--- src/hdl/sri_defs.vh ---
`ifndef SRI_DEFS_VH
`define SRI_DEFS_VH

// Frame layout
`define SRI_FRAME_BITS   5'h10
`define SRI_HDR_BITS     5'h04
`define SRI_CNT_MAX      5'h1f
`define SRI_ADDR_HI      15
`define SRI_ADDR_LO      14
`define SRI_RRS_BIT      13
`define SRI_RO_BIT       12
`define SRI_DATA_HI      11
`define SRI_HDR_OUT      4'h0

// Register addresses
`define SRI_ADDR_MODE    2'h0
`define SRI_ADDR_IRQ     2'h1
`define SRI_ADDR_CFG     2'h2
`define SRI_ADDR_PHY     2'h3

// Mode-control fields
`define SRI_NWP_HI       11
`define SRI_NWP_LO       6
`define SRI_OM_HI        5
`define SRI_OM_LO        3

// Operating-mode codes written by software
`define SRI_OM_NORMAL    3'h1
`define SRI_OM_STANDBY   3'h2
`define SRI_OM_INIT_FL   3'h3
`define SRI_OM_SLEEP     3'h4
`define SRI_OM_INIT_NM   3'h5
`define SRI_OM_LEAVE_FL  3'h6
`define SRI_OM_FLASH     3'h7

// Legal watchdog period codes
`define SRI_WD_C0        6'h09
`define SRI_WD_C1        6'h0c
`define SRI_WD_C2        6'h12
`define SRI_WD_C3        6'h14
`define SRI_WD_C4        6'h1b
`define SRI_WD_C5        6'h24
`define SRI_WD_C6        6'h2d
`define SRI_WD_C7        6'h33
`define SRI_WD_C8        6'h35
`define SRI_WD_C9        6'h36

// One-hot operating modes
`define SRI_M_NONE       6'h00
`define SRI_M_STARTUP    6'h01
`define SRI_M_RESTART    6'h02
`define SRI_M_NORMAL     6'h04
`define SRI_M_STANDBY    6'h08
`define SRI_M_FLASH      6'h10
`define SRI_M_SLEEP      6'h20

// Interrupt flag positions
`define SRI_IRQ_SPI      0
`define SRI_IRQ_EVT_LO   1
`define SRI_IRQ_OT       3
`define SRI_IRQ_W        4

// Reset source codes
`define SRI_RS_NONE      2'h0
`define SRI_RS_SPI       2'h1
`define SRI_RS_MODE      2'h2
`define SRI_RS_IRQ       2'h3

// Reset values
`define SRI_REG_RST      12'h000
`define SRI_FRM_RST      16'h0000

// Timing
`define SRI_CLK_PERIOD_NS 4
`define SRI_T_IRQ_REL_NS  2000
`define SRI_T_IRQ_TMO_NS  256000
`define SRI_T_RST_NS      20000

`endif

--- src/hdl/sri_sync.v ---
`timescale 1ns/1ps
`default_nettype none

module sri_sync #(
  parameter           W       = 1,
  parameter [W-1:0]   RST_VAL = {W{1'b0}}
) (
  // Clock and reset
  input  wire         clk,
  input  wire         sys_rst,
  // Asynchronous in, synchronous out
  input  wire [W-1:0] d_in,
  output wire [W-1:0] q_out
);

  reg [W-1:0] meta_r;
  reg [W-1:0] sync_r;

  always @(posedge clk) begin
    if (sys_rst) begin
      meta_r <= RST_VAL;
      sync_r <= RST_VAL;
    end else begin
      meta_r <= d_in;
      sync_r <= meta_r;
    end
  end

  assign q_out = sync_r;

endmodule

`default_nettype wire

--- src/hdl/sri_top.v ---
`timescale 1ns/1ps
`default_nettype none
`include "sri_defs.vh"

module sri_top #(
  parameter CNT_W       = 17,
  parameter IRQ_REL_CYC = (`SRI_T_IRQ_REL_NS + `SRI_CLK_PERIOD_NS - 1) / `SRI_CLK_PERIOD_NS,
  parameter IRQ_TMO_CYC = `SRI_T_IRQ_TMO_NS / `SRI_CLK_PERIOD_NS,
  parameter RST_CYC     = (`SRI_T_RST_NS + `SRI_CLK_PERIOD_NS - 1) / `SRI_CLK_PERIOD_NS
) (
  // Clock and reset
  input  wire        clk,
  input  wire        sys_rst,
  // Serial port
  input  wire        port_select_n,
  input  wire        sclk_in,
  input  wire        sdi_in,
  output reg         sdo_out,
  output reg         sdo_oe,
  // Interrupt pin, open drain
  input  wire        irq_out_n_in,
  output reg         irq_out_n_o,
  output reg         irq_out_n_oe,
  // System reset pin, open drain
  output reg         sys_reset_out_n_o,
  output reg         sys_reset_out_n_oe,
  // Event sources
  input  wire        line_short_in,
  input  wire        tx_clamp_in,
  input  wire        overtemp_in,
  // Control outputs
  output reg  [5:0]  op_mode,
  output reg  [11:0] mode_ctrl_out,
  output reg  [11:0] sys_cfg_out,
  output reg  [11:0] line_phy_out
);

  localparam [CNT_W-1:0] REL_C  = IRQ_REL_CYC[CNT_W-1:0];
  localparam [CNT_W-1:0] TMO_C  = IRQ_TMO_CYC[CNT_W-1:0];
  localparam [CNT_W-1:0] RST_C  = RST_CYC[CNT_W-1:0];
  localparam [CNT_W-1:0] ONE_C  = {{(CNT_W-1){1'b0}}, 1'b1};
  localparam [CNT_W-1:0] ZERO_C = {CNT_W{1'b0}};

  // Pin synchronisers; select resets high so no false frame start
  wire [6:0] sync_q;
  sri_sync #(
    .W       (7),
    .RST_VAL (7'h01)
  ) u_sync (
    .clk     (clk),
    .sys_rst (sys_rst),
    .d_in    ({overtemp_in, tx_clamp_in, line_short_in, irq_out_n_in,
               sdi_in, sclk_in, port_select_n}),
    .q_out   (sync_q)
  );

  wire       cs_n_s  = sync_q[0];
  wire       sclk_s  = sync_q[1];
  wire       sdi_s   = sync_q[2];
  wire       irq_pin = sync_q[3];
  wire [2:0] src_s   = sync_q[6:4];

  reg        cs_prev_r;
  reg        sclk_prev_r;
  reg  [4:0] cnt_r;
  reg [15:0] rx_r;
  reg [15:0] tx_r;
  reg [11:0] mode_r;
  reg [11:0] irq_en_r;
  reg [11:0] special_r;
  reg [11:0] gp0_r;
  reg [11:0] gp1_r;
  reg [`SRI_IRQ_W-1:0] flags_r;
  reg  [2:0] once_r;
  reg  [2:0] src_prev_r;
  reg  [1:0] rst_src_r;
  reg [CNT_W-1:0] rel_r;
  reg [CNT_W-1:0] tmo_r;
  reg [CNT_W-1:0] rstc_r;

  wire cs_fall   = cs_prev_r & ~cs_n_s;
  wire cs_rise   = ~cs_prev_r & cs_n_s;
  wire sclk_rise = ~cs_n_s & sclk_s & ~sclk_prev_r;
  wire sclk_fall = ~cs_n_s & ~sclk_s & sclk_prev_r;
  wire rst_act   = (rstc_r != ZERO_C);

  wire is_nrm  = (op_mode == `SRI_M_NORMAL);
  wire is_sby  = (op_mode == `SRI_M_STANDBY);
  wire is_fls  = (op_mode == `SRI_M_FLASH);
  wire is_boot = (op_mode == `SRI_M_STARTUP) | (op_mode == `SRI_M_RESTART);

  wire [1:0]  f_addr = rx_r[`SRI_ADDR_HI:`SRI_ADDR_LO];
  wire        f_rrs  = rx_r[`SRI_RRS_BIT];
  wire        f_ro   = rx_r[`SRI_RO_BIT];
  wire [11:0] f_data = rx_r[`SRI_DATA_HI:0];
  wire [2:0]  f_om   = f_data[`SRI_OM_HI:`SRI_OM_LO];
  wire [5:0]  f_nwp  = f_data[`SRI_NWP_HI:`SRI_NWP_LO];

  // header seen at the fourth falling edge, newest bit from the line
  wire [3:0]  hdr_now = {rx_r[2:0], sdi_s};

  function wd_ok;
    input [5:0] c;
    begin
      case (c)
        `SRI_WD_C0, `SRI_WD_C1, `SRI_WD_C2, `SRI_WD_C3, `SRI_WD_C4,
        `SRI_WD_C5, `SRI_WD_C6, `SRI_WD_C7, `SRI_WD_C8, `SRI_WD_C9: wd_ok = 1'b1;
        default: wd_ok = 1'b0;
      endcase
    end
  endfunction

  // allowed transitions; none marks forbidden or undefined
  function [5:0] next_mode;
    input [5:0] cur;
    input [2:0] om;
    begin
      next_mode = `SRI_M_NONE;
      case (cur)
        `SRI_M_STARTUP, `SRI_M_RESTART: begin
          if (om == `SRI_OM_INIT_NM)
            next_mode = `SRI_M_NORMAL;
          else if (om == `SRI_OM_INIT_FL)
            next_mode = `SRI_M_FLASH;
        end
        `SRI_M_NORMAL, `SRI_M_STANDBY: begin
          if (om == `SRI_OM_NORMAL)
            next_mode = `SRI_M_NORMAL;
          else if (om == `SRI_OM_STANDBY)
            next_mode = `SRI_M_STANDBY;
          else if (om == `SRI_OM_SLEEP)
            next_mode = `SRI_M_SLEEP;
        end
        `SRI_M_FLASH: begin
          if (om == `SRI_OM_FLASH)
            next_mode = `SRI_M_FLASH;
          else if (om == `SRI_OM_LEAVE_FL)
            next_mode = `SRI_M_NORMAL;
        end
        default: next_mode = `SRI_M_NONE;
      endcase
    end
  endfunction

  // Status and diagnosis views of block state
  wire [11:0] sys_status = {2'b00, rst_src_r, irq_pin, src_s[2], op_mode};
  wire [11:0] sys_diag   = {9'h000, src_s};

  reg [11:0] rb;
  always @* begin
    rb = `SRI_REG_RST;
    case (hdr_now[3:2])
      `SRI_ADDR_MODE: rb = hdr_now[1] ? sys_diag : sys_status;
      // flags in run modes, setup feedback in boot modes
      `SRI_ADDR_IRQ: begin
        if (!hdr_now[1])
          rb = irq_en_r;
        else if (is_boot)
          rb = special_r;
        else
          rb = {{(12-`SRI_IRQ_W){1'b0}}, flags_r};
      end
      `SRI_ADDR_CFG: rb = hdr_now[1] ? gp0_r : sys_cfg_out;
      // line control or scratch one feedback
      `SRI_ADDR_PHY: rb = hdr_now[1] ? gp1_r : line_phy_out;
      default: rb = `SRI_REG_RST;
    endcase
  end

  // frame is valid only with exactly sixteen clocks
  wire frame_ok  = cs_rise & (cnt_r == `SRI_FRAME_BITS);
  wire frame_bad = cs_rise & (cnt_r != `SRI_FRAME_BITS);
  // writes only when read-only flag is clear
  wire do_wr     = frame_ok & ~f_ro & ~rst_act;
  wire [5:0] nm  = next_mode(op_mode, f_om);
  // illegal mode write is discarded and escalates
  wire mode_bad  = do_wr & (f_addr == `SRI_ADDR_MODE) &
                   (~wd_ok(f_nwp) | (nm == `SRI_M_NONE));
  // mode applied only with a watchdog service
  wire wd_serve  = do_wr & (f_addr == `SRI_ADDR_MODE) & ~mode_bad;
  // read of the flag register clears it
  wire clr_rd    = frame_ok & (f_addr == `SRI_ADDR_IRQ) & f_rrs & ~is_boot & ~rst_act;
  // boot modes escalate a count fault
  wire spi_rst   = frame_bad & is_boot;
  wire tmo_hit   = (tmo_r == TMO_C - ONE_C) & (flags_r != {`SRI_IRQ_W{1'b0}});
  wire rst_evt   = ~rst_act & (spi_rst | mode_bad | tmo_hit);

  wire [2:0] evt;
  genvar gi;
  generate
    for (gi = 0; gi < 3; gi = gi + 1) begin : g_evt
      if (gi == 2) begin : g_ot
        assign evt[gi] = src_s[gi] & ~src_prev_r[gi];
      end else begin : g_chg
        assign evt[gi] = src_s[gi] ^ src_prev_r[gi];
      end
    end
  endgenerate

  // in normal mode a source fires once until the next service
  wire [2:0] evt_set = evt & irq_en_r[`SRI_IRQ_OT:`SRI_IRQ_EVT_LO] &
                       ~(once_r & {3{is_nrm}});
  // count fault flags only outside boot modes
  wire spi_set = frame_bad & ~is_boot & irq_en_r[`SRI_IRQ_SPI];
  wire [`SRI_IRQ_W-1:0] set_vec = {evt_set, spi_set};

  reg [`SRI_IRQ_W-1:0] flags_nxt;
  reg [CNT_W-1:0]      rel_nxt;
  always @* begin
    flags_nxt = flags_r;
    if (clr_rd)
      flags_nxt = {`SRI_IRQ_W{1'b0}};
    // A new event in the clearing cycle survives
    flags_nxt = flags_nxt | set_vec;
    // held clear while reset output is low
    if (rst_act | rst_evt)
      flags_nxt = {`SRI_IRQ_W{1'b0}};
    rel_nxt = rel_r;
    if (clr_rd)
      rel_nxt = REL_C;
    else if (rel_r != ZERO_C)
      rel_nxt = rel_r - ONE_C;
  end

  // Serial engine
  always @(posedge clk) begin
    if (sys_rst) begin
      cs_prev_r   <= 1'b1;
      sclk_prev_r <= 1'b0;
      cnt_r       <= 5'h00;
      rx_r        <= `SRI_FRM_RST;
      tx_r        <= `SRI_FRM_RST;
      sdo_out     <= 1'b0;
      sdo_oe      <= 1'b0;
    end else begin
      cs_prev_r   <= cs_n_s;
      sclk_prev_r <= sclk_s;
      // output floats while select is high
      sdo_oe      <= ~cs_n_s;
      if (cs_fall) begin
        cnt_r   <= 5'h00;
        tx_r    <= {`SRI_HDR_OUT, `SRI_REG_RST};
        sdo_out <= 1'b0;
      end else if (cs_n_s) begin
        sdo_out <= 1'b0;
      end else begin
        if (sclk_fall) begin
          rx_r <= {rx_r[14:0], sdi_s};
          if (cnt_r != `SRI_CNT_MAX)
            cnt_r <= cnt_r + 5'h01;
        end
        // load readback once the header is in
        if (sclk_fall & (cnt_r == `SRI_HDR_BITS - 5'h01))
          tx_r <= {rb, `SRI_HDR_OUT};
        // shift out on rising edge, top bit first
        else if (sclk_rise) begin
          sdo_out <= tx_r[15];
          tx_r    <= {tx_r[14:0], 1'b0};
        end
      end
    end
  end

  // Register file and mode
  always @(posedge clk) begin
    if (sys_rst) begin
      op_mode       <= `SRI_M_STARTUP;
      mode_r        <= `SRI_REG_RST;
      irq_en_r      <= `SRI_REG_RST;
      special_r     <= `SRI_REG_RST;
      gp0_r         <= `SRI_REG_RST;
      gp1_r         <= `SRI_REG_RST;
      sys_cfg_out   <= `SRI_REG_RST;
      line_phy_out  <= `SRI_REG_RST;
      mode_ctrl_out <= `SRI_REG_RST;
      rst_src_r     <= `SRI_RS_NONE;
    end else if (rst_evt | rst_act) begin
      // Reset restarts boot handshake; control bits fall back
      op_mode       <= `SRI_M_STARTUP;
      mode_r        <= `SRI_REG_RST;
      mode_ctrl_out <= `SRI_REG_RST;
      irq_en_r      <= `SRI_REG_RST;
      sys_cfg_out   <= `SRI_REG_RST;
      line_phy_out  <= `SRI_REG_RST;
      if (spi_rst)
        rst_src_r <= `SRI_RS_SPI;
      else if (mode_bad)
        rst_src_r <= `SRI_RS_MODE;
      else if (tmo_hit)
        rst_src_r <= `SRI_RS_IRQ;
    end else if (do_wr) begin
      case (f_addr)
        `SRI_ADDR_MODE: begin
          if (wd_serve) begin
            mode_r        <= f_data;
            mode_ctrl_out <= f_data;
            op_mode       <= nm;
          end
        end
        // enables in run modes, special setup in boot modes
        `SRI_ADDR_IRQ: begin
          if (is_boot)
            special_r <= f_data;
          else if (is_nrm | is_sby | is_fls)
            irq_en_r <= f_data;
        end
        `SRI_ADDR_CFG: begin
          if (is_nrm | is_sby)
            sys_cfg_out <= f_data;
          else
            gp0_r <= f_data;
        end
        `SRI_ADDR_PHY: begin
          if (is_nrm | is_sby)
            line_phy_out <= f_data;
          else
            gp1_r <= f_data;
        end
        default: gp1_r <= gp1_r;
      endcase
    end
  end

  // Interrupt flags, release window, timeout and reset pulse
  always @(posedge clk) begin
    if (sys_rst) begin
      flags_r            <= {`SRI_IRQ_W{1'b0}};
      once_r             <= 3'h0;
      src_prev_r         <= 3'h0;
      rel_r              <= ZERO_C;
      tmo_r              <= ZERO_C;
      rstc_r             <= ZERO_C;
      irq_out_n_o        <= 1'b0;
      irq_out_n_oe       <= 1'b0;
      sys_reset_out_n_o  <= 1'b0;
      sys_reset_out_n_oe <= 1'b0;
    end else begin
      src_prev_r <= src_s;
      flags_r    <= flags_nxt;
      rel_r      <= rel_nxt;
      // period boundary is each watchdog service
      if (wd_serve | rst_act)
        once_r <= 3'h0;
      else if (is_nrm)
        once_r <= once_r | evt_set;
      // count while flags stay pending and unread
      if (clr_rd | rst_act | (flags_r == {`SRI_IRQ_W{1'b0}}))
        tmo_r <= ZERO_C;
      else if (tmo_r != TMO_C)
        tmo_r <= tmo_r + ONE_C;
      // reset pulse held for its full length
      if (rst_evt)
        rstc_r <= RST_C;
      else if (rst_act)
        rstc_r <= rstc_r - ONE_C;
      sys_reset_out_n_oe <= rst_evt | (rstc_r > ONE_C);
      // pull low while any flag is set
      // but stay released during the window after readout
      irq_out_n_oe <= (rel_nxt == ZERO_C) & (flags_nxt != {`SRI_IRQ_W{1'b0}});
    end
  end

endmodule

`default_nettype wire

--- config.mk ---
export PLATFORM = sky130hd
export DESIGN_NAME = sri_top
export DESIGN_NICKNAME = d
export VERILOG_FILES = /design/src/hdl/sri_sync.v /design/src/hdl/sri_top.v
export VERILOG_INCLUDE_DIRS = /design/src /design/src/hdl
export SDC_FILE = /design/constraint.sdc
export NUM_CORES = 1
export LEC_CHECK = 0
export BUFFER_PORTS_ARGS = -buffer_cell sky130_fd_sc_hd__clkbuf_2
export CORE_MARGIN = 2
export CORE_UTILIZATION = 65
export CTS_CLUSTER_DIAMETER = 40
export DETAILED_ROUTE_END_ITERATION = 8
export PLACE_DENSITY = 0.94
export SYNTH_ARGS = -nofsm -noshare
export SYNTH_HDL_FRONTEND = slang
export SYNTH_HIERARCHICAL = 1
export SYNTH_SLANG_ARGS = --single-unit
--- constraint.sdc ---
create_clock -name clk -period 6.05 [get_ports clk]
set_clock_uncertainty 0.2 [all_clocks]
set_input_delay 0.9075 -clock clk [delete_from_list [all_inputs] [get_ports clk]]
set_output_delay 0.9075 -clock clk [all_outputs]
set_load 0.02 [all_outputs]
# Word-level counts from Yosys, hierarchy flattened
# Cells that the tools add are included.
[word_totals] word_cells=183 in_bits=9 output_inout_bits=48 register_bits=210
[op_classes] n_addsub=4 n_lt_le_gt_ge=1 n_bitwise=58 mux=26 eq_ne=34 reduce_logical=33
[op_table] op="$mux 12" count=4
[op_table] op="$pmux 12 s4" count=1
[op_table] op="$mux 17" count=2
[op_table] op="$reduce_bool 17->1" count=2
[op_table] op="$sub 17x1->17 const B" count=2
[op_table] op="$mux 16" count=2
[op_table] op="$eq 6x6->1 const B" count=5
[op_table] op="$mux 13" count=2
[op_table] op="$and 1x1->1" count=25
[op_table] op="$eq 6x5->1 const B" count=4
[op_table] op="$eq 6x4->1 const B" count=3
[op_table] op="$mux 6" count=3
[op_table] op="$pmux 6 s3" count=1
[op_table] op="$add 17x1->17 const B" count=1
[op_table] op="$eq 17x16->1 const B" count=1
[op_table] op="$gt 17x1->1 const B" count=1
[op_table] op="$logic_not 17->1" count=1
[op_table] op="$ne 17x16->1 const B" count=1
[op_table] op="$reduce_and 4->1" count=4
[op_table] op="$mux 5" count=3
[op_table] op="$reduce_and 3->1" count=5
[op_table] op="$not 1->1" count=14
[op_table] op="$reduce_or 2->1" count=7
[op_table] op="$eq 3x3->1 const B" count=4
[op_table] op="31 further kinds" count=58

# Logic depth before layout (Yosys ltp)
# Gate-level depths: netlist (run 1).
[depth] ltp_word=15 mapped_depth=10 depth_no_buf=8

# Modules after synthesis
# Netlist (run 1), hierarchy kept.
[modules_own_cells] module="sri_top" cells_per_inst=1038 seq_area_each_um2=3823.7 instances=1 area_each_um2=9280.2
[modules_own_cells] module="sri_sync" cells_per_inst=29 seq_area_each_um2=280.3 instances=1 area_each_um2=382.9

# Least setup slack after synthesis (run 1)
# OpenSTA, ideal clock, no wires.
[synth_timing] kind="register -> register" start="register cnt_r[0]" end="register gp1_r[10]" period_less_slack_ns=2.550 setup_slack_ns=3.500 path_buffers=1 t_arrival_ns=2.235 setup_time_ns=0.114 t_required_ns=5.736 path_stages_with_launch=10 path_cell_list="dfxtp_1 inv_1 ha_1 nand4bb_2 or3_1 or4_4 nor4_4 buf_6 mux2i_1 nor2_1"
[synth_between] elab_chain_cells=12 elab_cells_between_ends=15 cone_classes="eq/ne (2); bitwise (12); reduce/logical (1)"
[synth_lines] element="start, declared" line="sri_top.v:65" rtl="reg [4:0] cnt_r;"
[synth_lines] element="start signal, assigned" line="sri_top.v:250" rtl="cnt_r <= cnt_r + 5'h01;"
[synth_lines] element="$eq 5x5->1 (no source line)"
[synth_lines] element="$and 1x1->1" line="sri_top.v:171" rtl="wire frame_ok = cs_rise & (cnt_r == `SRI_FRAME_BITS);"
[synth_lines] element="$and 1x1->1 (2 in series)" line="sri_top.v:174" rtl="wire do_wr = frame_ok & ~f_ro & ~rst_act;"
[synth_lines] element="$and 1x1->1 (2 in series)" line="sri_top.v:177" rtl="wire mode_bad = do_wr & (f_addr == `SRI_ADDR_MODE) &"
[synth_lines] element="$or 1x1->1 (2 in series)" line="sri_top.v:186" rtl="wire rst_evt = ~rst_act & (spi_rst | mode_bad | tmo_hit);"
[synth_lines] element="$and 1x1->1" line="sri_top.v:186"
[synth_lines] element="$or 1x1->1" line="sri_top.v:277" rtl="end else if (rst_evt | rst_act) begin"
[synth_lines] element="$not 1->1 (no source line)"
[synth_lines] element="$reduce_and 4->1 (no source line) *"
[synth_lines] element="end signal, assigned" line="sri_top.v:272" rtl="gp1_r <= `SRI_REG_RST;"
[synth_lines] element="end signal, assigned" line="sri_top.v:317" rtl="gp1_r <= f_data;"
[synth_lines] element="end signal, assigned" line="sri_top.v:319" rtl="default: gp1_r <= gp1_r;"
[synth_lines] element="end, declared" line="sri_top.v:72" rtl="reg [11:0] gp1_r;"
# Every way passes the cells marked *; elsewhere a longest branch is shown, timed or not.
# A chain may end at the register's enable or synchronous reset.

# Worst setup path in the final report (run 1)
[layout_timing] start="register cnt_r[0]" end="register irq_en_r[6]"
[layout_between] elab_chain_cells=11 elab_cells_between_ends=15 cone_classes="eq/ne (2); bitwise (11); reduce/logical (2)"
[layout_lines] element="$eq 5x5->1 (no source line)"
[layout_lines] element="$and 1x1->1" line="sri_top.v:171"
[layout_lines] element="$and 1x1->1 (2 in series)" line="sri_top.v:174"
[layout_lines] element="$and 1x1->1 (2 in series)" line="sri_top.v:177"
[layout_lines] element="$or 1x1->1 (2 in series)" line="sri_top.v:186"
[layout_lines] element="$and 1x1->1" line="sri_top.v:186"
[layout_lines] element="$or 1x1->1" line="sri_top.v:277"
[layout_lines] element="$reduce_or 2->1 (no source line)"
[layout_lines] element="end signal, assigned" line="sri_top.v:269" rtl="irq_en_r <= `SRI_REG_RST;"
[layout_lines] element="end signal, assigned" line="sri_top.v:282" rtl="irq_en_r <= `SRI_REG_RST;"
[layout_lines] element="end signal, assigned" line="sri_top.v:305" rtl="irq_en_r <= f_data;"
[layout_lines] element="end, declared" line="sri_top.v:69" rtl="reg [11:0] irq_en_r;"
# Parallel ways exist; a longest one is shown, timed or not.

==> metrics.md, run 1 <==
| Metric | Value |
|---|---|
| Outcome | `finished clean` |
| Post-layout util | `72.1%` |
| Int Power | `2.62 mW` |
| Max_slew headroom | `about a tenth` |
| Slowest cell on crit path | `nor3_2` |
| Hold-fix buffers, CTS | `0` |
| Cts bufs inserted | `24` |
| I/O Pins | `57` |
| Residual DRC | `0` |
| Combinational power share | `23.3%` |
| IO buf count | `53` |
| Final #Nets | `roughly 1100` |
| Switching Share | `32.2%` |
| Initial Util | `between 60 and 70%` |
| Clk sink count | `slightly above 200` |
| Minimum clock period | `between 3 and 4 ns` |
| Distinct cells, synth | `81` |
| Clk root buf | `clkbuf_16` |
| Die area | `0.0159 mm^2` |
| Pwr per Cell Area | `369 mW/mm^2` |
| Synth warn | `6` |
| Crit path largest cell delay | `about 1.1 ns` |
| Asr flop ratio synth | `0%` |
| Initial antenna violation count | `0` |
| Fin Setup TNS | `0 ns` |
| Number of synthesized flops with an enable pin | `0` |
| DRT Pass-1 Iters | `8` |
| Antenna-violating nets left | `0` |
| GPL Wtd Cong | `0.964` |
| Max-cap violation count | `0` |
| Slew Limit Fails | `0` |
| Clock Power Share | `a little over a third` |
| HP Class | `register to register` |
| Post-cts sizing count | `0` |
| Drt total wl | `24.6 mm` |
| Layout cells sized above 1 | `13.2%` |
| Vias in the first global route | `roughly 7900` |
| Row count | `44` |
| Psw | `1.25 mW` |
| All-Layer GR Usage | `between 30 and 40%` |
| First-pass GRT wire length | `40.0 mm` |
| Die height | `about 130 um` |
| Setup Buffers After CTS | `0` |
| FMAX | `294 MHz` |
| Iter 0 DRT Violations | `1170` |
| Area Overhead vs Synth | `8.42%` |
| Setup CP Type | `register to register` |
| Period utilisation layout | `56.2%` |
| Vias | `between 8000 and 9000` |
| Lkg Pwr | `about 3.7 nW` |
| Crit path required time | `between 6 and 7 ns` |
| Critical path arrival | `approximately 3.6 ns` |
| Worst slew pin tran | `between 1 and 1.5 ns` |
| Clock H-tree levels | `1` |
| Core area | `approximately 0.015 mm^2` |
| Clock slew at reported path FFs | `0.06 ns` |
| Global route total overflow | `0` |
| Post-synthesis average cell area | `approximately 9 um^2` |
| Mapped Area | `approximately 0.0097 mm^2` |
| Pin count of the biggest net entering global routing | `58` |
| Avg Vias per Cell | `roughly 6.5` |
| Final setup violation count | `0` |
| CTS tree | `built` |
| Crit path cell chain | `inv_1, ha_1, nand4bb_2, or3_1, or4_4, nor3_2, mux2i_1, nor2_1` |
| Flop pwr share | `40.9%` |
| Crit start category | `register` |
| VDD IR max | `around 0.28 mV` |
| Top FF cell, synth | `dfxtp_1` |
| CP Capture Type | `register` |
| Final Hold Viols | `0` |
| Critical path fanouts, max | `12` |
| Syn Inst Count | `1067` |
| Wirelength per Cell | `between 15 and 20 um` |
| Latest clock arrival within the worst-skew pair | `between 0.5 and 0.6 ns` |
| Deepest clock path buffer count | `3` |
| FF+latch count, synth | `205` |
| Sequential share of the synthesized area | `between 40% and 50%` |
| Die Wd | `between 100 and 150 um` |
| Unrepaired setup endpoints after global routing | `no` |
| N_diodes | `0` |
| Dpl hpwl | `about 15 mm` |
[area by class of cell]
class / instances / area [um^2]
clock buffer: 34 / 709
clock inverter: 8 / 61.3
fill: 949 / 4060
inverter: 23 / 86.3
multi-input combinational: 767 / 4980
sequential: 205 / 4110
tap: 184 / 230
timing repair buffer: 58 / 303
[power groups by stage]
stage	Combinational (mW)	Sequential [mW]	Clock (mW)
global placement	0.835	1.60	0
detailed placement	0.864	1.61	0
floorplan	0.715	1.58	0
global route	0.997	1.60	1.45
CTS	0.882	1.58	1.39
finish	0.900	1.58	1.38
[registers in the layout (all words and copies together) (netlist names), 2 cells and up]
| register | flops |
|---|---|
| line_phy_out | 12 |
| src_prev_r | 3 |
| flags_r | 4 |
| tmo_r | 17 |
| u_sync/q_out | 7 |
| sys_cfg_out | 12 |
| rel_r | 17 |
| mode_ctrl_out | 12 |
| gp0_r | 12 |
| once_r | 3 |
| irq_en_r | 12 |
| rx_r | 16 |
| cnt_r | 5 |
| special_r | 12 |
| rst_src_r | 2 |
| op_mode | 5 |
| u_sync/meta_r | 7 |
| gp1_r | 12 |
| rstc_r | 17 |
| tx_r | 12 |
[final timing paths]
kind | startpoint | end | slack, ns | cells past startpoint
worst max-delay path | cnt_r[0] | irq_en_r[6] | 2.65 | 8
worst min-delay path | u_sync/meta_r[0] | u_sync/q_out[0] | 0.22 | 1
worst max register to register | cnt_r[0] | irq_en_r[6] | 2.65 | 8
worst min register to register | u_sync/meta_r[0] | u_sync/q_out[0] | 0.22 | 1
[worst max-delay path: cells and delay by family (launching register included)]
kind | cells | cell delay (ns)
AND/OR/NAND/NOR | 5 | 2.14
buffers and inverters | 1 | 0.07
multiplexers | 1 | 0.34
adder cells (fa/ha/maj) | 1 | 0.17
flip-flops | 1 | 0.34
[kinds of logic (layout without fill, tap and decap cells)]
group           count (synthesis)  after routing  synth area share (%)
simple gates                  451            451                  23.5
flops                         205            205                  42.5
compound gates                161            161                  10.8
mux                            97             97                  11.5
buf+inv                        97            123                  6.23
xor+xnor                       46             46                  4.36
fa+ha+maj                       9              9                  1.17
other cells                     1              3                0.0388
[routing by layer]
layer  vias to the layer above  GRT usage, %  routed length, um
met2                       551          48.8              11400
met5                         -             0                  0
li1                       3738             -                  -
met1                      3863          39.5               9590
met3                       105          6.58               2720
met4                         0          12.9                908
[synthesized netlist by cell type, types with 5 or more instances]
master	instances	share of area (%)
a211oi_1	22	1.7
a21oi_1	65	3.4
a31oi_1	9	0.58
buf_2	9	0.47
buf_4	6	0.47
clkbuf_1	37	1.4
clkbuf_8	16	2.3
dfxtp_1	205	42
ha_1	9	1.2
inv_1	23	0.89
mux2i_1	83	8.6
mux4_2	11	2.6
nand2_1	126	4.9
nand2b_1	11	0.71
nand3_1	22	1.1
nand3b_1	7	0.54
nand4_1	9	0.58
nor2_1	145	5.6
nor2b_1	22	1.4
nor3_1	17	0.88
nor3b_1	9	0.70
nor4_1	17	1.1
o21ai_0	15	0.78
o22ai_1	8	0.52
or2_2	5	0.32
or3_1	9	0.58
or4_1	6	0.47
xnor2_1	20	1.8
xor2_1	25	2.3
[per-stage QoR]
| stage | cells | instance area [um^2] | power (mW) | hold slack [ns] | setup slack [ns] |
|---|---|---|---|---|---|
| 4_1_cts | 1279 | 10500 | 3.85 | 0.225 | 2.73 |
| 6_report | 1279 | 10500 | 3.87 | 0.220 | 2.65 |
| 3_3_place_gp | 1237 | 9710 | 2.43 | 0.185 | 2.90 |
| 5_1_grt | 1279 | 10500 | 4.04 | 0.233 | 2.50 |
| 2_1_floorplan | 1069 | 9670 | 2.29 | 0.183 | 3.50 |
| 3_5_place_dp | 1237 | 9710 | 2.47 | 0.210 | 2.79 |
[placed cells by master (no fill, tap or decap), types with 23 or more instances in the layout]
| cell type | n |
|---|---|
| dfxtp_1 | 204 |
| nor2_1 | 145 |
| nand2_1 | 126 |
| mux2i_1 | 83 |
| a21oi_1 | 65 |
| clkbuf_2 | 52 |
| xor2_1 | 25 |
| clkbuf_16 | 25 |
| inv_1 | 23 |
Power figures use the tool's default switching activity.
==> run 2: changes to the inputs <==
CORE_UTILIZATION = 55   (was 65)
PLACE_DENSITY = 0.86   (was 0.94)
clock period = 2.9 ns   (was 6.05 ns; I/O delays follow)
==> metrics.md, run 2 (synthesized netlist as in run 1, its figures left out) <==
| Metric | Value |
|---|---|
| Regs by FF count | `rel_r x17, rstc_r x17, tmo_r x17` |
| Pwr per Cell Area | `around 770 mW/mm^2` |
| Final cell count without fillers | `~1400` |
| GPL Wtd Cong | `roughly 0.96` |
| All-Layer GR Usage | `about a quarter` |
| N_diodes | `0` |
| DP Cell Count | `roughly 1300` |
| Initial Util | `a little under three fifths` |
| IO buf count | `53` |
| Cts bufs inserted | `27` |
| Total power draw | `8.58 mW` |
| VDD IR max | `approximately 0.58 mV` |
| Vias | `between 8000 and 9000` |
| Drt total wl | `24.2 mm` |
| Die area | `~0.019 mm^2` |
| Clock slew at reported path FFs | `approximately 0.06 ns` |
| Outcome | `finished clean` |
| Max-cap violation count | `0` |
| Deepest clock path buffer count | `3` |
| First-pass GRT wire length | `slightly below 40 mm` |
| Global route total overflow | `0` |
| Setup CP Type | `register to register` |
| Critical path fanouts, max | `57` |
| Clk sink count | `a little over 200` |
| Pin count of the biggest net entering global routing | `58` |
| Hold slack final | `between 0.1 and 0.15 ns` |
| Area Overhead vs Synth | `14.9%` |
| Fillers | `1313` |
| Die Wd | `roughly 140 um` |
| Lkg Pwr | `approximately 4 nW` |
| Row count | `48` |
| CP Capture Type | `register` |
| Most frequent cells in the layout | `dfxtp_1 (204), nor2_1 (145), nand2_1 (126)` |
| Iter 0 DRT Violations | `slightly above 700` |
| Latest clock arrival within the worst-skew pair | `approximately 0.53 ns` |
| Avg Vias per Cell | `5.94` |
| Multi-input gate area | `0.00500 mm^2` |
| Vias in the first global route | `roughly 8000` |
| Residual DRC | `0` |
| Pre-CTS setup slack | `roughly 0.15 ns` |
| Worst slew pin tran | `between 0.8 and 0.9 ns` |
| Final Hold Viols | `0` |
| Wirelength per Cell | `between 15 and 20 um` |
| Commonest non-fill, non-tap cell in the layout | `dfxtp_1` |
| Clock H-tree levels | `1` |
| Clk root buf | `clkbuf_16` |
| Crit path required time | `between 3 and 4 ns` |
| Core area | `roughly 0.017 mm^2` |
| CTS tree | `built` |
| I/O Pins | `57` |
| Initial antenna violation count | `0` |
| Final WS setup | `0.168 ns` |
| HP Class | `primary input to register` |
| Die height | `137 um` |
| FMAX | `around 370 MHz` |
| Period utilisation layout | `a little over nine tenths` |
| Critical path arrival | `~2.9 ns` |
| Slew Limit Fails | `0` |
| Final #Nets | `1147` |
| Final setup violation count | `0` |
| Max_slew headroom | `approximately two fifths` |
| DRT Pass-1 Iters | `5` |
| Antenna-violating nets left | `0` |
| Minimum clock period | `about 2.7 ns` |
| Sequential Area | `~0.0041 mm^2` |
| Layout cells sized above 1 | `between 15 and 20%` |
| Dpl hpwl | `16.4 mm` |
| Crit start category | `register` |
[run 2: cell types whose count changed in the layout (fill, tap and decap cells not counted), moves of 2 or more]
cell and change:
buf_4 +37, dlygate4sd3_1 +7, buf_12 +4, clkinvlp_4 +3
clkbuf_1 -2, clkbuf_16 +2, clkinv_4 +2, inv_8 +2
[run 2: per-layer routing]
| layer | share of wire [%] | routed length, um | track usage [%] |
|---|---|---|---|
| met5 | 0 | 0 | 0 |
| met4 | 3.5 | 857 | 10.7 |
| met3 | 7.8 | 1900 | 4.30 |
| met2 | 47 | 11300 | 41.2 |
| met1 | 42 | 10200 | 35.8 |
[run 2: through the flow]
stage | util, % | setup TNS [ns] | instance area [um^2]
after floorplan | - | 0 | 9670
after global placement | 58.6 | 0 | 10100
after detailed placement | 58.6 | 0 | 10100
after CTS | 64.3 | 0 | 11100
after global routing | 64.4 | -0.00254 | 11100
final | 64.4 | 0 | 11100
[run 2: final timing paths]
kind / from / to / slack (ns) / cells past startpoint
max: cnt_r[0] / line_phy_out[8] / 0.17 / 9
min: sys_rst / sclk_prev_r / 0.14 / 2
max reg2reg: cnt_r[0] / line_phy_out[8] / 0.17 / 9
min reg2reg: u_sync/meta_r[0] / u_sync/q_out[0] / 0.21 / 1
[run 2: area by class of cell]
type	instances	area share [%]
Inverter	23	0.778
Clock inverter	16	1.35
Timing Repair Buffer	105	6.54
Tap cell	225	2.54
Clock buffer	34	6.77
Sequential cell	205	37.0
Multi-Input combinational cell	767	45.0
[run 2: what timing repair did]
action                                  4_1_cts  5_1_grt
buffers inserted                              0        0
hold buffers                                  7        0
gates resized for setup                       0        3
hold endpoints to repair                      7        0
endpoints found under the setup margin        0       81
[run 2: critical path: stages (launching register included)]
cell       delay, ns
dfxtp_1         0.35
inv_1           0.09
ha_1            0.18
nand4bb_2       0.15
or4_1           0.50
nor4_4          0.24
a21boi_4        0.31
nand3b_1        0.19
buf_12          0.28
a21oi_1         0.10
[run 2: power breakdown]
group | switching [mW] | internal [mW] | total [mW]
clock | 1.31 | 1.95 | 3.26
combinational | 1.17 | 0.846 | 2.01
sequential | 0.266 | 3.04 | 3.31
